[config.mk]
export PLATFORM = sky130hd
export DESIGN_NAME = ptu_trap_unit
export DESIGN_NICKNAME = d
export VERILOG_FILES = /design/src/rtl/ptu_pkg.sv /design/src/rtl/ptu_trap_unit.sv
export SDC_FILE = /design/constraint.sdc
export NUM_CORES = 1
export LEC_CHECK = 0
export BUFFER_PORTS_ARGS = -buffer_cell sky130_fd_sc_hd__buf_2
export CORE_UTILIZATION = 60
export CTS_CLUSTER_SIZE = 28
export DETAILED_ROUTE_END_ITERATION = 10
export GPL_TIMING_DRIVEN = 0
export HOLD_SLACK_MARGIN = 0.03
export PLACE_DENSITY = 0.84
export SLEW_MARGIN = 20
export SYNTH_ARGS = -nofsm -noshare
export SYNTH_HDL_FRONTEND = slang
export SYNTH_SLANG_ARGS = --single-unit
[constraint.sdc]
create_clock -name clk -period 7 [get_ports clk]
set_clock_uncertainty 0.2 [all_clocks]
set_input_delay 1.4 -clock clk [delete_from_list [all_inputs] [get_ports clk]]
set_output_delay 1.4 -clock clk [all_outputs]
set_load 0.02 [all_outputs]
[src/rtl/ptu_pkg.sv]
// constants and carriers of the processor trap unit
package ptu_pkg;
    localparam int PTU_CLK_KHZ = 40000;
    localparam int PTU_HOLD_MS = 2;
    localparam int PTU_HOLD_CYC = PTU_HOLD_MS * PTU_CLK_KHZ;
    localparam int PTU_HOLD_W = 17;
    localparam int PTU_TMO_NS = 10000;
    localparam int PTU_TMO_CYC = (PTU_TMO_NS * (PTU_CLK_KHZ / 1000) + 999) / 1000;
    localparam int PTU_TMO_W = 9;
    // causes, index 0 is served first
    localparam int PTU_NCAUSE = 12;
    localparam int PTU_C_BUS = 0;
    localparam int PTU_C_STACK = 1;
    localparam int PTU_C_PARITY = 2;
    localparam int PTU_C_MMU = 3;
    localparam int PTU_C_FPU = 4;
    localparam int PTU_C_RSVD = 5;
    localparam int PTU_C_IOT = 6;
    localparam int PTU_C_EMT = 7;
    localparam int PTU_C_SWT = 8;
    localparam int PTU_C_BPT = 9;
    localparam int PTU_C_TRACE = 10;
    localparam int PTU_C_POWER = 11;
    localparam int PTU_CIDX_W = 4;
    // vector byte addresses (octal 4,4,114,250,244,10,20,30,34,14,14,24)
    localparam logic [15:0] PTU_VEC [PTU_NCAUSE] = '{
        16'h0004, 16'h0004, 16'h004C, 16'h00A8, 16'h00A4, 16'h0008,
        16'h0010, 16'h0018, 16'h001C, 16'h000C, 16'h000C, 16'h0014};
    localparam logic [15:0] PTU_OP_RTI = 16'h0002;
    localparam logic [15:0] PTU_OP_BPT = 16'h0003;
    localparam logic [15:0] PTU_OP_IOT = 16'h0004;
    localparam logic [15:0] PTU_OP_RTT = 16'h0006;
    localparam logic [7:0] PTU_OP_EMT_HI = 8'h88;
    localparam logic [7:0] PTU_OP_SWT_HI = 8'h89;
    localparam int PTU_PSW_TRACE = 4;
    localparam logic [15:0] PTU_WORD_STEP = 16'h0002;
    typedef struct packed {
        logic        req;
        logic        we;
        logic [15:0] addr;
        logic [15:0] wdata;
    } ptu_mem_s;
    typedef struct packed {
        logic        load;
        logic [15:0] pc;
        logic [15:0] psw;
        logic [15:0] sp;
    } ptu_ctx_s;
    typedef struct packed {
        logic        start;
        logic        word;
        logic [15:0] addr;
        logic        ack;
    } ptu_bus_s;
endpackage : ptu_pkg

[src/rtl/ptu_trap_unit.sv]
// processor trap unit: trap detection, state push, vector fetch and return pop
// How it works
// (RULE1) mains loss takes a trap through vector 24
// (RULE2) processor keeps running at least 2 ms after the power-fail trap
// (RULE3) power return traps through vector 24 again
// (RULE4) word access to odd address aborts and traps through vector 4
// (RULE5) bus cycle without slave answer in 10 us aborts, traps vector 4
// (RULE6) reserved instruction traps through vector 10
// (RULE7) io_trap_instr, emulator_trap_instr, software trap use vectors 020, 030, 034
// (RULE8) set trace_flag raises a trace trap through a fixed vector
// (RULE9) stack, parity, memory-management, floating-point errors each own a vector; stack errors use vector 4, shared with bus errors
// (RULE10) every trap pushes processor_status_word and program counter on the stack
// (RULE11) new program counter and status word load from two vector words
// (RULE12) return_from_interrupt and return_from_trace_trap pop both words back
// (RULE13) emulator and software trap decode ignores the low instruction byte
// (RULE14) pending traps served one at a time in fixed priority order
`timescale 1ns/1ps
module ptu_trap_unit
    import ptu_pkg::*;
#(
    parameter int HOLD_CYC = ptu_pkg::PTU_HOLD_CYC
)(
    // clock and reset
    input  wire logic             clk,
    input  wire logic             rst,
    // core state
    input  wire logic             instrValid,
    input  wire logic [15:0]      instrWord,
    input  wire logic             atBoundary,
    input  wire logic [15:0]      curPc,
    input  wire logic [15:0]      curPsw,
    input  wire logic [15:0]      curSp,
    // error reports
    input  wire logic             reservedOp,
    input  wire logic             stackErr,
    input  wire logic             parityErr,
    input  wire logic             mmuErr,
    input  wire logic             fpuErr,
    input  wire logic             powerFail,
    input  wire ptu_pkg::ptu_bus_s busMon,
    // core control
    output ptu_pkg::ptu_ctx_s     ctx,
    output logic                  abortInstr,
    output logic                  trapBusy,
    output logic                  runEnable,
    // memory port
    output ptu_pkg::ptu_mem_s     mem,
    input  wire logic [15:0]      memRdata,
    input  wire logic             memAck
);
    import ptu_pkg::*;
    typedef enum {S_IDLE, S_PUSH_PSW, S_PUSH_PC, S_VEC_PC, S_VEC_PSW,
                  S_POP_PC, S_POP_PSW, S_LOAD} ptu_state_e;
    // event detection
    logic [PTU_NCAUSE-1:0] pend, next_pend;
    logic                  powerQ, next_powerQ;
    logic [PTU_HOLD_W-1:0] holdCnt, next_holdCnt;
    logic                  holdRun, next_holdRun;
    logic                  runEn, next_runEn;
    logic                  busBusy, next_busBusy;
    logic [PTU_TMO_W-1:0]  tmoCnt, next_tmoCnt;
    logic                  abortQ, next_abortQ;
    logic                  traceSkip, next_traceSkip;
    // sequencer
    ptu_state_e            state, next_state;
    logic [15:0]           sp, next_sp;
    logic [15:0]           vec, next_vec;
    logic [15:0]           savPc, next_savPc;
    logic [15:0]           savPsw, next_savPsw;
    ptu_mem_s              memQ, next_memQ;
    ptu_ctx_s              ctxQ, next_ctxQ;
    logic                  startRet;
    logic [PTU_NCAUSE-1:0] clr;
    logic [PTU_CIDX_W-1:0] sel;
    logic                  anyPend;

    always_comb
    begin
        logic [PTU_NCAUSE-1:0] set;
        logic                  oddWord;
        set = '0;
        oddWord = 1'b0;
        next_powerQ = powerFail;
        next_holdCnt = holdCnt;
        next_holdRun = holdRun;
        next_runEn = runEn;
        next_busBusy = busBusy;
        next_tmoCnt = tmoCnt;
        next_abortQ = 1'b0;
        next_traceSkip = traceSkip;
        // hold-up window: the handler gets its save time before run stops
        if (powerFail && !powerQ)
        begin
            set[PTU_C_POWER] = 1'b1; // (RULE1)
            next_holdCnt = PTU_HOLD_W'(HOLD_CYC - 1);
            next_holdRun = 1'b1;
        end
        else if (holdRun)
        begin
            if (holdCnt == '0)
            begin
                next_holdRun = 1'b0;
                next_runEn = 1'b0; // (RULE2)
            end
            else
                next_holdCnt = holdCnt - 1'b1;
        end
        if (!powerFail && powerQ)
        begin
            set[PTU_C_POWER] = 1'b1; // (RULE3)
            next_holdRun = 1'b0;
            next_runEn = 1'b1;
        end
        // bus watch: odd word address never starts the timer
        oddWord = busMon.start && busMon.word && busMon.addr[0];
        if (oddWord)
        begin
            set[PTU_C_BUS] = 1'b1; // (RULE4)
            next_abortQ = 1'b1;
            next_busBusy = 1'b0;
        end
        else if (busMon.start)
        begin
            next_busBusy = 1'b1;
            next_tmoCnt = '0;
        end
        else if (busBusy && busMon.ack)
            next_busBusy = 1'b0;
        else if (busBusy)
        begin
            if (tmoCnt == PTU_TMO_W'(PTU_TMO_CYC - 1))
            begin
                set[PTU_C_BUS] = 1'b1; // (RULE5)
                next_abortQ = 1'b1;
                next_busBusy = 1'b0;
            end
            else
                next_tmoCnt = tmoCnt + 1'b1;
        end
        set[PTU_C_STACK] = stackErr; // (RULE9)
        set[PTU_C_PARITY] = parityErr; // (RULE9)
        set[PTU_C_MMU] = mmuErr; // (RULE9)
        set[PTU_C_FPU] = fpuErr; // (RULE9)
        if (reservedOp)
        begin
            set[PTU_C_RSVD] = 1'b1; // (RULE6)
            next_abortQ = 1'b1;
        end
        if (instrValid)
        begin
            set[PTU_C_IOT] = (instrWord == PTU_OP_IOT); // (RULE7)
            set[PTU_C_EMT] = (instrWord[15:8] == PTU_OP_EMT_HI); // (RULE7) (RULE13)
            set[PTU_C_SWT] = (instrWord[15:8] == PTU_OP_SWT_HI); // (RULE7) (RULE13)
            set[PTU_C_BPT] = (instrWord == PTU_OP_BPT);
            // the instruction after a trace-trap return runs once untraced
            set[PTU_C_TRACE] = curPsw[PTU_PSW_TRACE] && !traceSkip; // (RULE8)
            next_traceSkip = (instrWord == PTU_OP_RTT);
        end
        // a new event beats the clear of its own flag
        next_pend = (pend & ~clr) | set;
    end

    always_ff @(posedge clk)
    begin
        if (rst)
        begin
            pend <= '0;
            powerQ <= 1'b0;
            holdCnt <= '0;
            holdRun <= 1'b0;
            runEn <= 1'b1;
            busBusy <= 1'b0;
            tmoCnt <= '0;
            abortQ <= 1'b0;
            traceSkip <= 1'b0;
        end
        else
        begin
            pend <= next_pend;
            powerQ <= next_powerQ;
            holdCnt <= next_holdCnt;
            holdRun <= next_holdRun;
            runEn <= next_runEn;
            busBusy <= next_busBusy;
            tmoCnt <= next_tmoCnt;
            abortQ <= next_abortQ;
            traceSkip <= next_traceSkip;
        end
    end

    // fixed priority: lowest index wins
    always_comb
    begin
        sel = '0;
        anyPend = 1'b0;
        for (int i = PTU_NCAUSE - 1; i >= 0; i--)
        begin
            if (pend[i])
            begin
                sel = PTU_CIDX_W'(i); // (RULE14)
                anyPend = 1'b1;
            end
        end
    end
    assign startRet = instrValid &&
                      (instrWord == PTU_OP_RTI || instrWord == PTU_OP_RTT);
    always_comb
    begin
        next_state = state;
        next_sp = sp;
        next_vec = vec;
        next_savPc = savPc;
        next_savPsw = savPsw;
        next_ctxQ = ctxQ;
        next_ctxQ.load = 1'b0;
        clr = '0;
        case (state)
            S_IDLE:
            begin
                if (anyPend && atBoundary)
                begin
                    // one trap at a time; later ones wait in pend
                    clr[sel] = 1'b1; // (RULE14)
                    next_vec = PTU_VEC[sel];
                    next_savPc = curPc;
                    next_savPsw = curPsw;
                    next_sp = curSp - PTU_WORD_STEP;
                    next_state = S_PUSH_PSW;
                end
                else if (startRet)
                begin
                    next_sp = curSp;
                    next_state = S_POP_PC;
                end
            end
            S_PUSH_PSW:
            begin
                if (memAck)
                begin
                    next_sp = sp - PTU_WORD_STEP;
                    next_state = S_PUSH_PC; // (RULE10)
                end
            end
            S_PUSH_PC:
            begin
                if (memAck)
                    next_state = S_VEC_PC; // (RULE10)
            end
            S_VEC_PC:
            begin
                if (memAck)
                begin
                    next_ctxQ.pc = memRdata; // (RULE11)
                    next_state = S_VEC_PSW;
                end
            end
            S_VEC_PSW:
            begin
                if (memAck)
                begin
                    next_ctxQ.psw = memRdata; // (RULE11)
                    next_state = S_LOAD;
                end
            end
            S_POP_PC:
            begin
                if (memAck)
                begin
                    next_ctxQ.pc = memRdata; // (RULE12)
                    next_sp = sp + PTU_WORD_STEP;
                    next_state = S_POP_PSW;
                end
            end
            S_POP_PSW:
            begin
                if (memAck)
                begin
                    next_ctxQ.psw = memRdata; // (RULE12)
                    next_sp = sp + PTU_WORD_STEP;
                    next_state = S_LOAD;
                end
            end
            S_LOAD:
            begin
                next_ctxQ.load = 1'b1;
                next_ctxQ.sp = sp;
                next_state = S_IDLE;
            end
            default: next_state = S_IDLE;
        endcase
        // memory request follows the state being entered
        next_memQ = '0;
        case (next_state)
            S_PUSH_PSW:
                next_memQ = '{req: 1'b1, we: 1'b1, addr: next_sp, wdata: next_savPsw};
            S_PUSH_PC:
                next_memQ = '{req: 1'b1, we: 1'b1, addr: next_sp, wdata: next_savPc};
            S_VEC_PC:
                next_memQ = '{req: 1'b1, we: 1'b0, addr: next_vec, wdata: 16'h0000};
            S_VEC_PSW:
                next_memQ = '{req: 1'b1, we: 1'b0, addr: next_vec + PTU_WORD_STEP,
                              wdata: 16'h0000};
            S_POP_PC, S_POP_PSW:
                next_memQ = '{req: 1'b1, we: 1'b0, addr: next_sp, wdata: 16'h0000};
            default: next_memQ = '0;
        endcase
    end

    always_ff @(posedge clk)
    begin
        if (rst)
        begin
            state <= S_IDLE;
            sp <= '0;
            vec <= '0;
            savPc <= '0;
            savPsw <= '0;
            memQ <= '0;
            ctxQ <= '0;
        end
        else
        begin
            state <= next_state;
            sp <= next_sp;
            vec <= next_vec;
            savPc <= next_savPc;
            savPsw <= next_savPsw;
            memQ <= next_memQ;
            ctxQ <= next_ctxQ;
        end
    end

    assign mem = memQ;
    assign ctx = ctxQ;
    assign abortInstr = abortQ;
    assign trapBusy = (state != S_IDLE);
    assign runEnable = runEn;
endmodule : ptu_trap_unit

==> out/metrics.cfg, run 1 <==
[setup_path]
crit_fanout=10
worstPathCellList=clkbuf_1 > o31ai_4 > nor4_2 > buf_4 > mux2i_1 > inv_1 > ha_1 > and3_1 > nand3_1 > a211o_1 > nor2_1 > a222oi_1 > a31oi_1
critPathCaptureType=flip-flop
r2r-end=mem[29]
timing.rr.start=pend[3]
critical_path_arrival_ps=4530
rr_worst_depth=14
cp.depth=13
endpoint=mem[29]
critPathSlowestCell=clkbuf_1
rrSetupSlack_ps=2870
crit_start=atBoundary
max_stage_delay_ps=430
crit_family=compound AO/OA/AOI/OAI gates
cp-start-kind=input pin
crit_buf_inv=3
path_class=input pin to flip-flop
worstPathRequired_ps=7220

[run_status]
status=finished, final reports clean

[clocking]
cts_buffer_depth=3
numCtsBuffers=23
cts-resized-gates=0
clock-sinks=223
root_buffer=clkbuf_16
htreeDepth=1
cts_tree=built
post_cts_buffers=0
clk-insertion-delay-late_ps=520
clk_pin_slew_ps=60
hold_buffers=0

[power_and_ir_drop]
vdd_drop_max_mv=0.2016
p_leak_nw=5.223
power_density_nw_per_um2=222.7
p_total_w=0.002716

[sta]
fmax_mhz=232.0
worst_pin_slew_ps=953.2
fin_hold_ws_ps=258.7
setup_viol=0
report.final.slew_viol_count=0
finalSetupTns_ps=0
hold_viol=0
rsz0062_at_grt=no
fin_crit_sh_pct=61.59
max_slew_margin_pct=36.03
fin_crit_ps=4311

[synthesis]
synth_area_sq_um=10160
async_reset_ff_share_pct=0
yosys-top-cells-count=223 x dfxtp_1, 205 x nor2_1, 87 x mux2i_1
ys_ff_latch=223
syn_inst=1148
synth_area_leaders=dfxtp_1 44%, mux2i_1 8.6%, nor2_1 7.6%
ys.flop_type=dfxtp_1
yosysSeqAreaShare_pct=43.94
yosys.area.top_type=dfxtp_1
ys_warn_count=0
synth_top_area_share_pct=43.94
avgSynthCellArea_sq_um=8.851
ys_types=87
synthMostInstantiatedCell=dfxtp_1
synth-edff-count=0

[drt]
drt_iter0_markers=916
ant_nets=0
drt_wl_total_um=28800
wire_per_inst_um=17.85
drc=0
vias_per_cell=5.929
vias=9570
drt_pass1_iterations=5

[finish]
num_antenna_cells=0
regArea_sq_um=4464
fillers=1272
drive_gt1_share_pct=19.23
fin_nets=1502
area_growth_pct=20.06
utilization_pct=73.56
multi_input_area_sq_um=5403

[floorplan]
dieHeight_um=132.1
ios=196
die_w_um=132.1
die-area_sq_um=17460
start_util_pct=61.27
coreArea_sq_um=16580
rows=47

[hold_path]
hold_path_class=flip-flop to flip-flop

[global_route]
grt_max_degree=14
grt_pass1_wl_um=45300
gr-total-overflow=0
antenna_found_initial=0
grt_pass1_vias=8896
grt_use_total_pct=32.31

[placement]
io_buffers=178
routabilityCongestion=0.9540
hpwl_um=21090

[flow_run]
cap_violations=0

==> worst min-delay path by stage <==
| stage | start | end | slack [ps] | cells past startpoint |
|---|---|---|---|---|
| after floorplan | vec[0] | vec[0] | 230 | 1 |
| after global placement | runEnable | runEnable | 240 | 2 |
| after detailed placement | runEnable | runEnable | 250 | 2 |
| after CTS | runEnable | runEnable | 260 | 2 |
| after global routing | runEnable | runEnable | 290 | 2 |
| final | runEnable | runEnable | 260 | 2 |
==> stage by stage <==
step,cell area (sq um),cells,setup WS (ps)
global placement,11430,1574,2370
CTS,12200,1614,2858
detailed placement,11440,1574,2385
floorplan,10270,1176,3032
global route,12200,1614,2635
finish,12200,1614,2689
==> cell families (layout without fill, tap and decap cells) <==
| group | count (synthesis) | in the layout | synth area share, % |
|---|---|---|---|
| muxes | 91 | 91 | 9.014 |
| other | 1 | 29 | 0.03691 |
| buffers and inverters | 95 | 313 | 3.977 |
| xor gates and xnor gates | 32 | 32 | 2.758 |
| AOI/OAI and AO/OA | 218 | 218 | 15.44 |
| adders and majority gates | 13 | 13 | 1.601 |
| DFF | 223 | 223 | 43.94 |
| and+or+nand+nor | 475 | 475 | 23.24 |
==> registers in the layout, indices dropped and copies added (netlist names), 9 cells and up <==
name     count
ctx         49
mem         34
state       32
holdCnt     17
savPc       16
savPsw      16
sp          16
vec         16
pend        12
tmoCnt       9
==> metal layers <==
| layer | track usage (%) | part of all wire [%] |
|---|---|---|
| met5 | 0 | 0 |
| met4 | 10.98 | 2.9 |
| met3 | 7.728 | 10 |
| met2 | 52.18 | 46 |
| met1 | 42.36 | 41 |
==> report_power, final <==
group          internal, W  total [W]  switching, W
registers          0.00129    0.00131     0.0000169
logic            0.0000637   0.000167      0.000104
clock network     0.000742    0.00124      0.000500
==> cell type report <==
| cell class | count | share of cell area, % |
|---|---|---|
| inverter | 36 | 1.108 |
| clock buffer | 32 | 5.159 |
| tap | 220 | 2.256 |
| sequential | 223 | 36.59 |
| buffer | 59 | 2.205 |
| clock inverter | 8 | 1.087 |
| multi-input combinational | 858 | 44.29 |
| timing repair buffer | 178 | 7.303 |
==> worst min-delay path: cells and delay by family (launching register included) <==
kind,cells,cell delay [ps]
AND/OR/NAND/NOR,1,50
AO/OA/AOI/OAI,1,60
flip-flops,1,310
==> placed cells by master, fill, tap and decap left out, types with 6 or more instances in the layout <==
cell,netlist,final
o22a_1,18,18
clkbuf_16,0,23
conb_1,1,29
buf_2,11,189
nand2b_1,8,8
xor2_1,17,17
nor4_1,18,18
and2_1,11,11
a21oi_1,44,44
dfxtp_1,223,223
or3_1,7,7
a21o_1,7,7
or4_1,13,13
o21ai_1,9,9
nor3_1,28,27
ha_1,13,13
nor2_1,205,205
nor2b_1,14,14
nand2_1,68,68
nand3_1,37,37
o21ai_0,34,34
a22oi_1,7,7
a211oi_1,13,13
o21a_1,6,6
inv_1,35,35
and3_1,10,10
clkbuf_1,39,46
mux2i_1,87,87
a31oi_1,17,17
xnor2_1,15,15
nand4_1,13,13
Power figures use the tool's default switching activity.
==> run 2, diff against run 1 <==
- CORE_UTILIZATION: 60 -> 56
- PLACE_DENSITY: 0.84 -> 0.79
- clock period: 7 -> 4.1 ns (I/O delays scaled with it)
==> run 2 against run 1 <==
Sequential share of layout area decreased by 0.11 points. Sequential power increased by 70%. First-iteration DRC count decreased by 10%. Die area increased by 7.0%. Sequential cell count unchanged. Global-route usage decreased by 2.1 points. Critical endpoint is now mem[23].
==> out/metrics.cfg, run 2 (synthesis gave the netlist of run 1 again) <==
[run_status]
status=finished, final reports clean

[global_route]
busiest_layer=met2
gr-total-overflow=0
grt_pass1_wl_um=44370
grt_max_degree=14
met2_usage_pct=49.83
grt_util_met1_pct=40.47
grt_pass1_vias=8664
antenna_found_initial=0
grtUsageMet3_pct=5.407
grt_use_total_pct=30.19

[clocking]
cts_tree=built
clk-insertion-delay-late_ps=530
hold_buffers=0
clock-sinks=223
cts_buffer_depth=3
clk_pin_slew_ps=60
numCtsBuffers=24
htreeDepth=1
root_buffer=clkbuf_16

[hold_path]
hold_start=vec[0]
hold_path_class=flip-flop to flip-flop
whs_path_depth=1
hold_end=vec[0]

[setup_path]
timing.rr.start=pend[10]
worstPathRequired_ps=4290
cp-start-kind=flip-flop
path_class=flip-flop to flip-flop
rr_worst_depth=17
crit_family=compound AO/OA/AOI/OAI gates
critPathCaptureType=flip-flop
critPathSlowestCell=a2111oi_2
max_stage_delay_ps=450
worstPathCellList=nand2b_1 > a21oi_1 > o21bai_1 > a21oi_1 > nor2_1 > nor2_1 > nor2_1 > or2_2 > ha_1 > o41ai_1 > a2111oi_2 > and3_1 > nand3_2 > a211oi_2 > nand2_1 > a32oi_1 > a21oi_1
r2r-end=mem[23]
critical_path_arrival_ps=3930
crit_buf_inv=0
crit_fanout=5
rrSetupSlack_ps=350

[drt]
wire_per_inst_um=17.43
drc=0
vias_per_cell=5.815
vias=9437
drt_iter0_markers=822
drt_pass1_iterations=5
ant_nets=0
drt_wl_total_um=28290

[floorplan]
dieHeight_um=136.7
die_w_um=136.7
ios=196
die-area_sq_um=18690
start_util_pct=57.94
coreArea_sq_um=17540
rows=48

[power_and_ir_drop]
p_leak_nw=5.231
p_comb_share_pct=6.1
pwr-share-clk_pct=45.7
power_density_nw_per_um2=378.2
vdd_drop_max_mv=0.3649
p_int_w=0.003546
pwr-share-seq_pct=48.2
p_total_w=0.004627
p_sw_share_pct=23.38
power_switching_w=0.001082

[finish]
mostFrequentLayoutCells=223 x dfxtp_1, 204 x nor2_1, 189 x buf_2, 87 x mux2i_1, 68 x nand2_1
drive_gt1_share_pct=19.67
largest_reg_flops=49
instances_no_fill=1623
fin_nets=1505
num_antenna_cells=0
area_growth_pct=20.43
layout.cells.most_common=dfxtp_1

[sta]
report.final.slew_viol_count=0
worst_pin_slew_ps=950.9
rsz0062_at_grt=no
hold_viol=0
setup_viol=0
fin_crit_ps=3745
fin_crit_sh_pct=91.35
finalSetupTns_ps=0
fmax_mhz=267.0
max_slew_margin_pct=36.12

[flow_run]
cap_violations=0

[placement]
hpwl_um=20980
routabilityCongestion=0.9567
placedCellCount=1579
io_buffers=178

==> run 2: changes by cell type in the layout (fill, tap and decap cells not counted), sizes merged <==
cell	before	now
buf	198	200
clkbuf	71	74
clkinvlp	1	3
bufinv	3	1
inv	37	36
==> run 2: how the worst max path moves through the flow <==
stage               startpoint      end  slack [ps]  depth (start not counted)
finish                pend[10]  mem[23]         350                         17
global route          pend[10]  mem[29]          80                         20
CTS                    pend[3]  mem[29]         150                         14
detailed placement  atBoundary  mem[29]          10                         13
global placement    atBoundary  mem[29]          60                         13
floorplan           atBoundary  mem[29]         710                         13
==> run 2: final cells by class <==
cell class | count | area, sq um
tap | 225 | 281.5
buffer | 59 | 269.0
timing repair buffer | 180 | 905.9
multi-input combinational | 858 | 5410
clock buffer | 35 | 691.9
fill | 1399 | 5300
inverter | 36 | 135.1
clock inverter | 7 | 78.83
sequential | 223 | 4464
==> run 2: metal layers <==
| metal | up-vias | wire (um) |
|---|---|---|
| met5 | - | 0 |
| met4 | 0 | 656 |
| met3 | 51 | 2504 |
| met2 | 446 | 12920 |
| met1 | 4403 | 12200 |
| li1 | 4537 | - |
==> run 2: timing repair <==
item / 4_1_cts / 5_1_grt
setup buffers: 0 / 2
resized for setup: 0 / 2
endpoints found under the setup margin: 0 / 4
==> run 2: power groups by stage <==
stage	combinational, W	sequential [W]	clock (W)
2_1_floorplan	0.000168	0.00227	0
4_1_cts	0.000278	0.00223	0.00214
3_3_place_gp	0.000272	0.00228	0
5_1_grt	0.000313	0.00223	0.00222
6_report	0.000283	0.00223	0.00211
3_5_place_dp	0.000276	0.00228	0
==> run 2: through the flow <==
stage | hold WS (ps) | area (sq um) | setup WS [ps] | util (%)
detailed placement | 253.8 | 11440 | 11.31 | 65.25
finish | 273.5 | 12240 | 354.8 | 69.78
global placement | 246.8 | 11440 | 57.10 | 65.23
floorplan | 226.2 | 10270 | 711.7 | -
global route | 282.4 | 12240 | 80.60 | 69.78
CTS | 267.4 | 12210 | 150.7 | 69.65
==> run 3, diff against run 2 <==
- GPL_TIMING_DRIVEN: 0 -> unset
==> run 3 against run 2 <==
Combinational power down 4%. Global-route usage is 2.0 points lower. Largest power group is now clock. Largest cell class unchanged. Total power rose by 2.8%. Highest routed layer unchanged. Critical path depth stayed put. Hold slack improved by 3.5 ps. Core utilization is 0.26 points lower.
==> out/metrics.cfg, run 3 (synthesis gave the netlist of run 1 again) <==
[setup_path]
cp.depth=17
cp-start-kind=flip-flop
critPathSlowestCell=a2111oi_2
max_stage_delay_ps=470
worstPathCellList=nand2b_1 > a21oi_1 > o21bai_1 > a21oi_1 > nor2_1 > nor2_1 > nor2_1 > or2_2 > ha_1 > o41ai_1 > a2111oi_2 > and3_1 > nand3_1 > a211oi_2 > nand2_1 > a32oi_1 > a31oi_1
worstPathRequired_ps=4270
path_class=flip-flop to flip-flop
critical_path_arrival_ps=3960
crit_start=pend[10]
rr_worst_depth=17
timing.rr.start=pend[10]
crit_buf_inv=0
endpoint=mem[31]
crit_fanout=5
r2r-end=mem[31]
rrSetupSlack_ps=310
crit_family=compound AO/OA/AOI/OAI gates
critPathMostFrequentCell=nor2_1
critPathCaptureType=flip-flop

[clocking]
numCtsBuffers=24
cts-resized-gates=0
hold_buffers=0
htreeDepth=1
cts_tree=built
root_buffer=clkbuf_16
post_cts_buffers=0
clk_pin_slew_ps=60
clock-sinks=223
cts_buffer_depth=3
clk-insertion-delay-late_ps=520

[drt]
drt_wl_total_um=26270
vias=9186
ant_nets=0
wire_per_inst_um=16.56
drc=0
drt_pass1_iterations=6
drt_iter0_markers=827
vias_per_cell=5.788

[finish]
area_growth_pct=19.99
num_antenna_cells=0
drive_gt1_share_pct=20.48
mostFrequentLayoutCells=223 x dfxtp_1, 205 x nor2_1, 179 x buf_2, 87 x mux2i_1, 68 x nand2_1
fin_nets=1468
layout.cells.most_common=dfxtp_1
largest_reg_flops=49

[global_route]
grt_use_total_pct=28.23
grt_pass1_vias=8521
grt_max_degree=95
antenna_found_initial=0
gr-total-overflow=0
grt_pass1_wl_um=42270

[sta]
setup_viol=0
fin_crit_sh_pct=92.38
max_slew_margin_pct=39.54
fin_crit_ps=3788
hold_viol=0
finalSetupTns_ps=0
report.final.slew_viol_count=0
fmax_mhz=264.0
rsz0062_at_grt=no
fin_hold_ws_ps=276.9
worst_pin_slew_ps=898.6

[flow_run]
cap_violations=0

[floorplan]
die_w_um=136.7
rows=48
die-area_sq_um=18690
ios=196
coreArea_sq_um=17540
dieHeight_um=136.7
start_util_pct=57.94

[placement]
hpwl_um=18410
routabilityCongestion=0.9626
io_buffers=180

[run_status]
status=finished, final reports clean

[hold_path]
hold_path_class=flip-flop to flip-flop

[power_and_ir_drop]
vdd_drop_max_mv=0.3657
power_density_nw_per_um2=390.4
p_leak_nw=5.253

## run 3: how the worst min path moves through the flow
stage          startpoint        end  depth (start not counted)
4_1_cts         runEnable  runEnable                          2
6_report        runEnable  runEnable                          2
5_1_grt          savPc[2]   savPc[2]                          2
3_5_place_dp    runEnable  runEnable                          2
2_1_floorplan      vec[0]     vec[0]                          1
3_3_place_gp    runEnable  runEnable                          2
## run 3: cell type report
cell class,count,area (sq um)
sequential,223,4464
tap,225,281.5
fill,1409,5345
clock buffer,30,654.4
clock inverter,13,177.7
timing repair buffer,202,1081
inverter,36,135.1
multi-input combinational,858,5398
## run 3: through the flow
step,util (%),setup WS [ps],std cells,power [W],instance area [sq um]
after floorplan,-,711.7,1176,0.002440,10270
after global placement,64.78,404.7,1544,0.002535,11360
after detailed placement,64.78,370.7,1544,0.002543,11360
after CTS,69.52,364.5,1587,0.004788,12190
after global routing,69.52,55.27,1587,0.004917,12190
final,69.52,312.2,1587,0.004759,12190
## run 3: per-layer routing
metal / global-route usage (%) / routed length, um / up-vias
li1: - / - / 4468
met5: 0 / 0 / -
met1: 37.84 / 11280 / 4281
met4: 8.889 / 709 / 0
met2: 45.52 / 11980 / 383
met3: 5.630 / 2302 / 54
## run 3: worst reg2reg max path, stage by stage, from the launching register on
cell and delay [ps]:
dfxtp_1 330, nand2b_1 140, a21oi_1 140, o21bai_1 70, a21oi_1 180, nor2_1 60, nor2_1 80, nor2_1 50
or2_2 300, ha_1 290, o41ai_1 80, a2111oi_2 470, and3_1 210, nand3_1 160, a211oi_2 340, nand2_1 200
a32oi_1 260, a31oi_1 100
## run 3: power by group
part / total [W] / leakage, nW / internal [W] / switching [W]
combinational: 0.000271 / 3.03 / 0.000107 / 0.000164
clock: 0.00226 / 0.405 / 0.00139 / 0.000871
sequential: 0.00223 / 1.81 / 0.00220 / 0.0000275
